$ cat config.mk
export PLATFORM = sky130hd
export DESIGN_NAME = erc_ctrl
export DESIGN_NICKNAME = d
export VERILOG_FILES = /design/src/core/erc_pkg.sv /design/src/core/erc_ctrl.sv /design/src/core/erc_secded.sv
export VERILOG_INCLUDE_DIRS = /design/src /design/src/core
export SDC_FILE = /design/constraint.sdc
export NUM_CORES = 1
export LEC_CHECK = 0
export ABC_CLOCK_PERIOD_IN_PS = 8500
export BUFFER_PORTS_ARGS = -buffer_cell sky130_fd_sc_hd__buf_2
export CORE_UTILIZATION = 57
export DETAILED_ROUTE_END_ITERATION = 8
export PLACE_DENSITY = 0.87
export RECOVER_POWER = 50
export REMOVE_ABC_BUFFERS = 1
export SYNTH_ARGS = -nofsm -noshare
export SYNTH_HDL_FRONTEND = slang
export SYNTH_SLANG_ARGS = --single-unit
$ cat constraint.sdc
create_clock -name ref_clk_i -period 8.5 [get_ports ref_clk_i]
set_clock_uncertainty 0.2 [all_clocks]
set_input_delay 1.7 -clock ref_clk_i [delete_from_list [all_inputs] [get_ports ref_clk_i]]
set_output_delay 1.7 -clock ref_clk_i [all_outputs]
set_load 0.02 [all_outputs]
$ cat src/core/erc_map.svh
// field positions, reset values and timing counts of the ecc board control
`ifndef ERC_MAP_SVH
`define ERC_MAP_SVH
// clock
`define ERC_CLK_PS 8000
// refresh interval in ns and its cycle count (longest time, rounded down)
`define ERC_REFRESH_NS 15600
`define ERC_REFRESH_CYC ((`ERC_REFRESH_NS * 1000) / `ERC_CLK_PS)
// read extension on a detected error in ns, least time, rounded up
`define ERC_EXTEND_NS 255
`define ERC_EXTEND_CYC (((`ERC_EXTEND_NS * 1000) + `ERC_CLK_PS - 1) / `ERC_CLK_PS)
// mode control register fields
`define ERC_MODE_INT_ANY_BIT 0
`define ERC_MODE_INT_UNC_BIT 1
`define ERC_MODE_CORRECT_BIT 2
`define ERC_MODE_DIAG_BIT 3
`define ERC_MODE_SYND_BIT 4
`define ERC_MODE_RESET 8'h04
// error log fields
`define ERC_LOG_ONE_BIT 7
`define ERC_LOG_ROW_HI 6
`define ERC_LOG_ROW_LO 5
`define ERC_LOG_CODE_HI 4
`define ERC_LOG_RESET 8'h96
// 5-bit error codes: data bits 0..15 as 0x00..0x0F, check bits 0..5 as 0x10..0x15
`define ERC_CODE_CHECK0 5'h10
`define ERC_CODE_NONE 5'h16
`define ERC_CODE_MULTI 5'h17
// address geometry
`define ERC_BLOCKS_ON_BOARD 6'h20
`define ERC_PORT_SEL_COUNT 4'h9
`endif

$ cat src/core/erc_pkg.sv
// types of the ecc board control
package erc_pkg;
  typedef enum logic [4:0] {
    ERC_IDLE = 5'h01,
    ERC_READ = 5'h02,
    ERC_EXTEND = 5'h04,
    ERC_ACK = 5'h08,
    ERC_REFRESH = 5'h10
  } erc_state_t;
endpackage : erc_pkg

$ cat src/core/erc_ctrl.sv
// control logic of an ecc dynamic ram expansion board
// ------------------------------------------------------------------
// ------------------------------------------------------------------
`timescale 1ns/1ps
`include "erc_map.svh"
module erc_ctrl (
  // clock and reset
  input wire logic ref_clk_i,
  input wire logic nrst_i,
  // board straps
  input wire logic [1:0] page_sel_i,
  input wire logic [7:0] base_block_i,
  input wire logic [3:0] port_sel_i,
  input wire logic [7:0] spare_port_i,
  // system bus memory side
  input wire logic [23:0] mem_addr_i,
  input wire logic mem_rd_i,
  input wire logic mem_wr_i,
  input wire logic byte_en_n_i,
  input wire logic [15:0] mem_wdata_i,
  output logic [15:0] mem_rdata_o,
  output logic mem_ack_o,
  // system bus io side
  input wire logic [7:0] io_addr_i,
  input wire logic io_rd_i,
  input wire logic io_wr_i,
  input wire logic [7:0] io_wdata_i,
  output logic [7:0] io_rdata_o,
  output logic io_ack_o,
  output logic int_o,
  // memory protect
  input wire logic mem_protect_n_i,
  // ram array
  output logic [18:0] ram_addr_o,
  output logic ram_rd_o,
  output logic [1:0] ram_wr_o,
  output logic [15:0] ram_wdata_o,
  input wire logic [15:0] ram_rdata_i,
  output logic check_wr_o,
  output logic [5:0] check_wdata_o,
  input wire logic [5:0] check_rdata_i,
  output logic refresh_o
);
  import erc_pkg::*;

  localparam int REFRESH_CYC = `ERC_REFRESH_CYC;
  localparam int EXTEND_CYC = `ERC_EXTEND_CYC;

  // ---------------------------------------------------------------
  // reset release and pin synchronisers
  // ---------------------------------------------------------------
  logic [1:0] rst_sync_q;
  logic rst_n;
  always_ff @(posedge ref_clk_i or negedge nrst_i)
  begin
    if (!nrst_i)
    begin
      rst_sync_q <= 2'b00;
    end
    else
    begin
      rst_sync_q <= {rst_sync_q[0], 1'b1};
    end
  end
  assign rst_n = rst_sync_q[1];

  // bus strobes and protect arrive from outside the clock domain
  logic [4:0] pin_meta_q;
  logic [4:0] pin_q;
  always_ff @(posedge ref_clk_i or negedge rst_n)
  begin
    if (!rst_n)
    begin
      pin_meta_q <= 5'h00;
      pin_q <= 5'h00;
    end
    else
    begin
      pin_meta_q <= {~mem_protect_n_i, mem_rd_i, mem_wr_i, io_rd_i, io_wr_i};
      pin_q <= pin_meta_q;
    end
  end
  logic protect, mrd, mwr, iord, iowr;
  assign {protect, mrd, mwr, iord, iowr} = pin_q;

  // ---------------------------------------------------------------
  // address decoding
  // ---------------------------------------------------------------
  // nine fixed port addresses; codes above eight use the spare entry
  function automatic logic [7:0] erc_port_addr(input logic [3:0] sel, input logic [7:0] spare);
    return (sel < `ERC_PORT_SEL_COUNT) ? (8'h80 + {sel, 4'h0}) : spare;
  endfunction : erc_port_addr
  logic mem_hit, io_hit;
  logic [7:0] blk_off;
  always_comb
  begin
    blk_off = mem_addr_i[21:14] - base_block_i;
    // the board never spans past the end of its page
    mem_hit = (mem_addr_i[23:22] == page_sel_i) && (mem_addr_i[21:14] >= base_block_i)
              && (blk_off < {2'b00, `ERC_BLOCKS_ON_BOARD});
    io_hit = (io_addr_i == erc_port_addr(port_sel_i, spare_port_i));
  end

  // ---------------------------------------------------------------
  // mode control register and io port
  // ---------------------------------------------------------------
  logic [7:0] mode_q, log_q;
  logic io_busy_q;
  always_ff @(posedge ref_clk_i or negedge rst_n)
  begin
    if (!rst_n)
    begin
      mode_q <= `ERC_MODE_RESET;
    end
    else if (iowr && io_hit && !io_busy_q)
    begin
      mode_q <= io_wdata_i;
    end
  end

  // a held strobe is answered every other cycle; reads return the log
  always_ff @(posedge ref_clk_i or negedge rst_n)
  begin
    if (!rst_n)
    begin
      io_busy_q <= 1'b0;
      io_rdata_o <= 8'h00;
    end
    else
    begin
      io_busy_q <= (iord || iowr) && io_hit && !io_busy_q;
      if (iord && io_hit && !io_busy_q)
      begin
        io_rdata_o <= log_q;
      end
    end
  end
  assign io_ack_o = io_busy_q;

  logic int_any, int_unc, correct_en, diag_en, synd_en;
  assign int_any = mode_q[`ERC_MODE_INT_ANY_BIT];
  assign int_unc = mode_q[`ERC_MODE_INT_UNC_BIT];
  assign correct_en = mode_q[`ERC_MODE_CORRECT_BIT];
  assign diag_en = mode_q[`ERC_MODE_DIAG_BIT];
  assign synd_en = mode_q[`ERC_MODE_SYND_BIT];

  // ---------------------------------------------------------------
  // check code
  // ---------------------------------------------------------------
  logic [5:0] gen_chk, syndrome;
  logic err_single, err_multi;
  logic [4:0] err_code;
  logic [15:0] fixed, code_data, wr_merge;
  erc_state_t state_q;
  logic is_write_q;

  // byte writes merge the new byte into the stored word before encoding
  always_comb
  begin
    wr_merge = byte_en_n_i ? mem_wdata_i : (mem_addr_i[0] ? {mem_wdata_i[15:8], ram_rdata_i[7:0]}
               : {ram_rdata_i[15:8], mem_wdata_i[7:0]});
    // writes pass the read state too; they must encode the new word, not the old one
    code_data = ((state_q == ERC_READ) && !is_write_q) ? ram_rdata_i : wr_merge;
  end

  erc_secded u_secded (
    .data_i(code_data),
    .check_i(check_rdata_i),
    .gen_o(gen_chk),
    .syndrome_o(syndrome),
    .single_o(err_single),
    .multi_o(err_multi),
    .code_o(err_code),
    .fixed_o(fixed)
  );

  // ---------------------------------------------------------------
  // access and refresh sequencer
  // ---------------------------------------------------------------
  logic [11:0] ref_cnt_q;
  logic [5:0] ext_cnt_q;
  logic ref_pend_q, err_hit, take;

  assign err_hit = err_single || err_multi;
  // protect blocks every memory access; the cycle is left unanswered
  assign take = (mrd || mwr) && mem_hit && !protect && !mem_ack_o;

  always_ff @(posedge ref_clk_i or negedge rst_n)
  begin
    if (!rst_n)
    begin
      ref_cnt_q <= 12'h000;
      ref_pend_q <= 1'b0;
    end
    else
    begin
      if (ref_cnt_q == 12'(REFRESH_CYC - 1))
      begin
        ref_cnt_q <= 12'h000;
        ref_pend_q <= 1'b1;
      end
      else
      begin
        ref_cnt_q <= ref_cnt_q + 12'h001;
        if (state_q == ERC_REFRESH)
        begin
          ref_pend_q <= 1'b0;
        end
      end
    end
  end

  always_ff @(posedge ref_clk_i or negedge rst_n)
  begin
    if (!rst_n)
    begin
      state_q <= ERC_IDLE;
      is_write_q <= 1'b0;
      ext_cnt_q <= 6'h00;
    end
    else
    begin
      case (state_q)
        ERC_IDLE:
        begin
          if (ref_pend_q)
          begin
            state_q <= ERC_REFRESH;
          end
          else if (take)
          begin
            is_write_q <= mwr;
            state_q <= ERC_READ;
          end
        end
        ERC_READ:
        begin
          ext_cnt_q <= 6'(EXTEND_CYC);
          // a read with an error waits for the corrected word
          state_q <= (err_hit && !is_write_q) ? ERC_EXTEND : ERC_ACK;
        end
        ERC_EXTEND:
        begin
          ext_cnt_q <= ext_cnt_q - 6'h01;
          if (ext_cnt_q == 6'h01)
          begin
            state_q <= ERC_ACK;
          end
        end
        ERC_ACK:
        begin
          if (!mrd && !mwr)
          begin
            state_q <= ERC_IDLE;
          end
        end
        // a refresh lasts one cycle; it and any stray code return to idle
        default:
        begin
          state_q <= ERC_IDLE;
        end
      endcase
    end
  end

  assign mem_ack_o = (state_q == ERC_ACK);
  assign refresh_o = (state_q == ERC_REFRESH);
  assign ram_addr_o = {blk_off[4:0], mem_addr_i[13:0]};
  assign ram_rd_o = (state_q == ERC_READ);

  // ---------------------------------------------------------------
  // write path, read data and error log
  // ---------------------------------------------------------------
  logic wr_cycle;
  assign wr_cycle = (state_q == ERC_READ) && is_write_q;

  always_ff @(posedge ref_clk_i or negedge rst_n)
  begin
    if (!rst_n)
    begin
      ram_wr_o <= 2'b00;
      check_wr_o <= 1'b0;
      ram_wdata_o <= 16'h0000;
      check_wdata_o <= 6'h00;
      mem_rdata_o <= 16'h0000;
    end
    else
    begin
      ram_wr_o <= {2{wr_cycle}};
      ram_wdata_o <= wr_merge;
      check_wdata_o <= gen_chk;
      check_wr_o <= wr_cycle && !diag_en;
      if ((state_q == ERC_READ) && !is_write_q)
      begin
        // uncorrectable words and non-correcting mode pass through as read
        mem_rdata_o <= (correct_en && err_single) ? fixed : ram_rdata_i;
      end
    end
  end

  always_ff @(posedge ref_clk_i or negedge rst_n)
  begin
    if (!rst_n)
    begin
      log_q <= `ERC_LOG_RESET;
    end
    else if (state_q == ERC_READ)
    begin
      if (synd_en)
      begin
        // raw word: syndrome on reads, generated check bits on writes
        log_q <= {1'b1, 1'b0, is_write_q ? gen_chk : syndrome};
      end
      else if (err_hit && !is_write_q)
      begin
        log_q <= {1'b1, blk_off[4:3], err_code};
      end
    end
  end

  // interrupt stands until the mode register is rewritten
  always_ff @(posedge ref_clk_i or negedge rst_n)
  begin
    if (!rst_n)
    begin
      int_o <= 1'b0;
    end
    else if ((state_q == ERC_READ) && !is_write_q
             && ((int_any && err_hit) || (int_unc && err_multi)))
    begin
      int_o <= 1'b1;
    end
    else if (iowr && io_hit && !io_busy_q)
    begin
      int_o <= 1'b0;
    end
  end
endmodule : erc_ctrl

$ cat src/core/erc_secded.sv
// single-error-correct double-error-detect code over 16 data bits and 6 check bits
`timescale 1ns/1ps
`include "erc_map.svh"
module erc_secded (
  // data and stored check bits
  input wire logic [15:0] data_i,
  input wire logic [5:0] check_i,
  // results
  output logic [5:0] gen_o,
  output logic [5:0] syndrome_o,
  output logic single_o,
  output logic multi_o,
  output logic [4:0] code_o,
  output logic [15:0] fixed_o
);
  // ---------------------------------------------------------------
  // hamming positions 1..21 for the 16 data bits, overall parity bit 5
  // ---------------------------------------------------------------
  function automatic logic [4:0] erc_pos(input int i);
    logic [4:0] p;
    int n;
    n = 0;
    p = 5'h00;
    for (int k = 1; k < 22; k++)
    begin
      if ((k & (k - 1)) != 0)
      begin
        if (n == i)
        begin
          p = k[4:0];
        end
        n = n + 1;
      end
    end
    return p;
  endfunction : erc_pos

  function automatic logic [5:0] erc_gen(input logic [15:0] d);
    logic [5:0] c;
    logic [4:0] p;
    c = 6'h00;
    for (int i = 0; i < 16; i++)
    begin
      p = erc_pos(i);
      for (int b = 0; b < 5; b++)
      begin
        c[b] = c[b] ^ (d[i] & p[b]);
      end
    end
    c[5] = ^d ^ (^c[4:0]);
    return c;
  endfunction : erc_gen

  logic [5:0] cmp;
  logic overall;

  always_comb
  begin
    gen_o = erc_gen(data_i);
    cmp = erc_gen(data_i);
    syndrome_o = cmp ^ check_i;
    overall = (^data_i) ^ (^check_i);
    single_o = overall;
    multi_o = !overall && (syndrome_o[4:0] != 5'h00);
    code_o = `ERC_CODE_NONE;
    fixed_o = data_i;
    if (multi_o)
    begin
      code_o = `ERC_CODE_MULTI;
    end
    else if (single_o)
    begin
      code_o = `ERC_CODE_CHECK0 + 5'h05;
      for (int b = 0; b < 5; b++)
      begin
        if (syndrome_o[4:0] == (5'h01 << b))
        begin
          code_o = `ERC_CODE_CHECK0 + 5'(b);
        end
      end
      for (int i = 0; i < 16; i++)
      begin
        if (syndrome_o[4:0] == erc_pos(i))
        begin
          code_o = 5'(i);
          fixed_o[i] = ~data_i[i];
        end
      end
    end
  end
endmodule : erc_secded

==> summary.md <==
| Metric | Value |
|---|---|
| Outcome | `finished, violations left` |
| Min-Delay Path Class | `flop to flop` |
| Synth cell count leaders | `94 x dfrtp_1, 70 x nand2_1, 58 x xnor2_1, 45 x nor2_1, 32 x inv_1` |
| Num CTS Buffers | `9` |
| Layout cells sized above 1 | `30.1%` |
| Final WS setup | `3.14 ns` |
| Synth cell types | `84` |
| Synth area leader | `dfrtp_1` |
| Failing checks | `max-capacitance violations, max-slew violations` |
| DR top layer | `met4` |
| DR pass1 iterations | `5` |
| Total wire length | `14,800 µm` |
| Crit Path Max Fanout | `11` |
| Ys async rst share | `100%` |
| Fin nets | `880` |
| Post-synthesis mux area share | `6.25%` |
| Slew margin rel. | `-77.0%` |
| Post-CTS setup buffers | `0` |
| CP Launch Type | `primary input` |
| First-pass GRT wire length | `23,500 µm` |
| CTS tree | `done` |
| DRT iter0 DRCs | `385` |
| Vias per cell | `5.67` |
| Cell breakdown of the critical path | `clkbuf_1 > nor2b_1 > o21ai_1 > o22a_1 > o221ai_1 > xnor3_2 > xnor2_1 > nand2_1 > nor3_2 > xnor2_1 > o21ai_1` |
| PortBufs | `151` |
| Final count of hold timing violations | `0` |
| # hold bufs at CTS | `0` |
| Worst EP required | `8.55 ns` |
| Vias in the first global route | `5,039` |
| Pin count of the biggest net entering global routing | `52` |
| ANT cells | `0` |
| Mapped Cells | `627` |
| Pwr Density | `279 nW/µm²` |
| Io pins | `181` |
| Crit Path Class | `primary input to flop` |
| Ys Warns | `0` |
| Leak pwr | `3.42 nW` |
| Avg WL per Cell | `16.3 µm` |
| Largest family of logic cells by synthesized area | `XOR/XNOR gates` |
| Die Footprint | `11,500 µm²` |
| Worst Setup End Kind | `flop` |
| RSZ-0062 raised after global routing | `false` |
| Area fraction of the dominant cell type after synthesis | `37.3%` |
| Layout area overhead | `14.2%` |
| # DRC | `0` |
| Syn_area_per_cell | `10.1 µm²` |
| Max clock buf depth | `2` |
| Synth Flop Type | `dfrtp_1` |
| Number of H-tree levels | `3` |
| MaxCap Viol Count | `2` |
| Fin crit share | `63.1%` |
| Core area | `10,800 µm²` |
| Post-DP HPWL | `11,400 µm` |
| Vias | `5,123` |
| Clk slew on worst S/H paths | `0.10 ns` |
| Post-DRT Antenna Nets | `0` |
| Post-Synth Adder-Cell Area | `2.70%` |
| Latest clock arrival within the worst-skew pair | `0.38 ns` |
| Critical Path Max Stage Delay | `0.71 ns` |
| Die width | `107 µm` |
| Mapped cell area | `6300 µm²` |
| Root buf cell | `clkbuf_8` |
| Slowest cell on crit path | `xnor2_1` |
| Fmax | `187 MHz` |
| Initial Util | `58.4%` |
| Setup violations, final | `0` |
| Post-synth EDFFs | `0` |
| Fill count | `851` |
| XOR/XNOR Fraction of Synth Area | `17.8%` |
| Initial antenna violation count | `0` |
| Fin util | `66.7%` |
| Register bit total from synthesis | `99` |
| Slew Viols, Final | `100` |
| Dpl ws | `2.84 ns` |
| Gr usage total | `26.3%` |
| CTS sink cnt | `99` |
| Rows | `38` |
| Most frequent cell after synthesis | `dfrtp_1` |
| Die span in y | `107 µm` |
| Top cells by area, synth | `dfrtp_1 37%, xnor2_1 8.1%, nand2_1 4.2%` |
| Simple-Gate Fraction of Synth Area | `17.0%` |
| Worst IR Drop VDD | `0.130 mV` |
| Final min period | `5.36 ns` |
| RePlAce Congestion | `0.911` |
| Post-synthesis compound-gate area fraction | `11.7%` |
| WL met3 | `1170 µm` |
| Setup tns final | `0 ns` |
| GRT Residual Overflow | `0` |
| Worst slew pin tran | `2.66 ns` |
| CP arrival | `5.41 ns` |
| Met2 WL post-DR | `7330 µm` |
| Met1 Wirelength | `5760 µm` |
| Seq/Total Area, Yosys | `39.4%` |
| Post-CTS resize count | `0` |
==> report_power, final <==
group	internal [W]	total, W	switching (W)
Sequential	0.000579	0.000644	0.0000653
Combinational	0.000416	0.00108	0.000664
Clock	0.000112	0.000286	0.000174
==> sequential cells by signal, summed over array words and instances, names as in the netlist, 6 cells and up <==
signal         cells
mem_rdata_o       16
ram_wdata_o       16
ref_cnt_q         12
io_rdata_o         8
log_q              7
check_wdata_o      6
ext_cnt_q          6
==> worst paths after layout <==
kind | start | to | slack [ns] | cells past startpoint
max reg2reg | state_q[3]$_DFFE_PN0P_ | mem_rdata_o[7]$_DFFE_PN0P_ | 3.39 | 10
max in group asynchronous | rst_sync_q[1]$_DFF_PN0_ | mem_rdata_o[4]$_DFFE_PN0P_ | 4.27 | 1
min | pin_meta_q[1]$_DFF_PN0_ | pin_q[1]$_DFF_PN0_ | 0.16 | 0
min reg2reg | pin_meta_q[1]$_DFF_PN0_ | pin_q[1]$_DFF_PN0_ | 0.16 | 0
max | byte_en_n_i | mem_rdata_o[7]$_DFFE_PN0P_ | 3.14 | 11
min in group asynchronous | rst_sync_q[1]$_DFF_PN0_ | ref_cnt_q[6]$_DFF_PN0_ | 0.56 | 0
==> critical path: cells and delay by family <==
family                 cells  cell delay, ns
XOR/XNOR                   3            1.45
AND/OR/NAND/NOR            3            1.28
AO/OA/AOI/OAI              4            0.80
buffers and inverters      1            0.16
==> stage by stage <==
step                      hold slack (ns)  power, W  instance area [µm²]  std cells
after detailed placement            0.136   0.00171                 7040        888
final                               0.158   0.00201                 7200        904
after global placement              0.133   0.00167                 7040        888
after CTS                           0.159   0.00201                 7220        904
after floorplan                     0.131   0.00144                 6100        596
after global routing                0.163   0.00213                 7200        904
==> layout make-up <==
cell class	instances	area, µm²	area share [%]
flip-flops and latches	99	2480	34.5
well taps	140	175	2.43
multi-input cells	465	3490	48.4
repair buffers	152	756	10.5
clock inverters	5	46.3	0.643
inverters	32	120	1.67
clock buffers	11	131	1.83
==> layer usage <==
| layer | global-route usage, % | vias up |
|---|---|---|
| li1 | - | 2394 |
| met1 | 30.4 | 2421 |
| met2 | 45.7 | 264 |
| met3 | 6.69 | 44 |
| met4 | 11.7 | 0 |
| met5 | 0 | - |
==> kinds of logic (layout without fill, tap and decap cells) <==
kind of cell               count (synthesis)  in the layout
AOI/OAI and AO/OA                        106            106
xor gates and xnor gates                  99             99
adders and majority gates                 13             13
buffers and inverters                     63            200
DFF                                       99             99
muxes                                     35             35
other                                      1              1
and+or+nand+nor                          211            211
==> layout by cell type, fill, tap and decap left out, types with 9 or more instances in the layout <==
cell type / instances
mux2_2: 21
nor3_1: 15
mux2i_1: 12
xor2_1: 21
ha_1: 12
nand3_1: 13
nand2_1: 70
nor2_1: 45
buf_2: 148
xnor2_1: 58
clkbuf_8: 9
a21oi_1: 15
inv_1: 32
o21ai_0: 20
o21ai_1: 18
dfrtp_1: 94
nor2b_1: 11
Power figures use the tool's default switching activity.
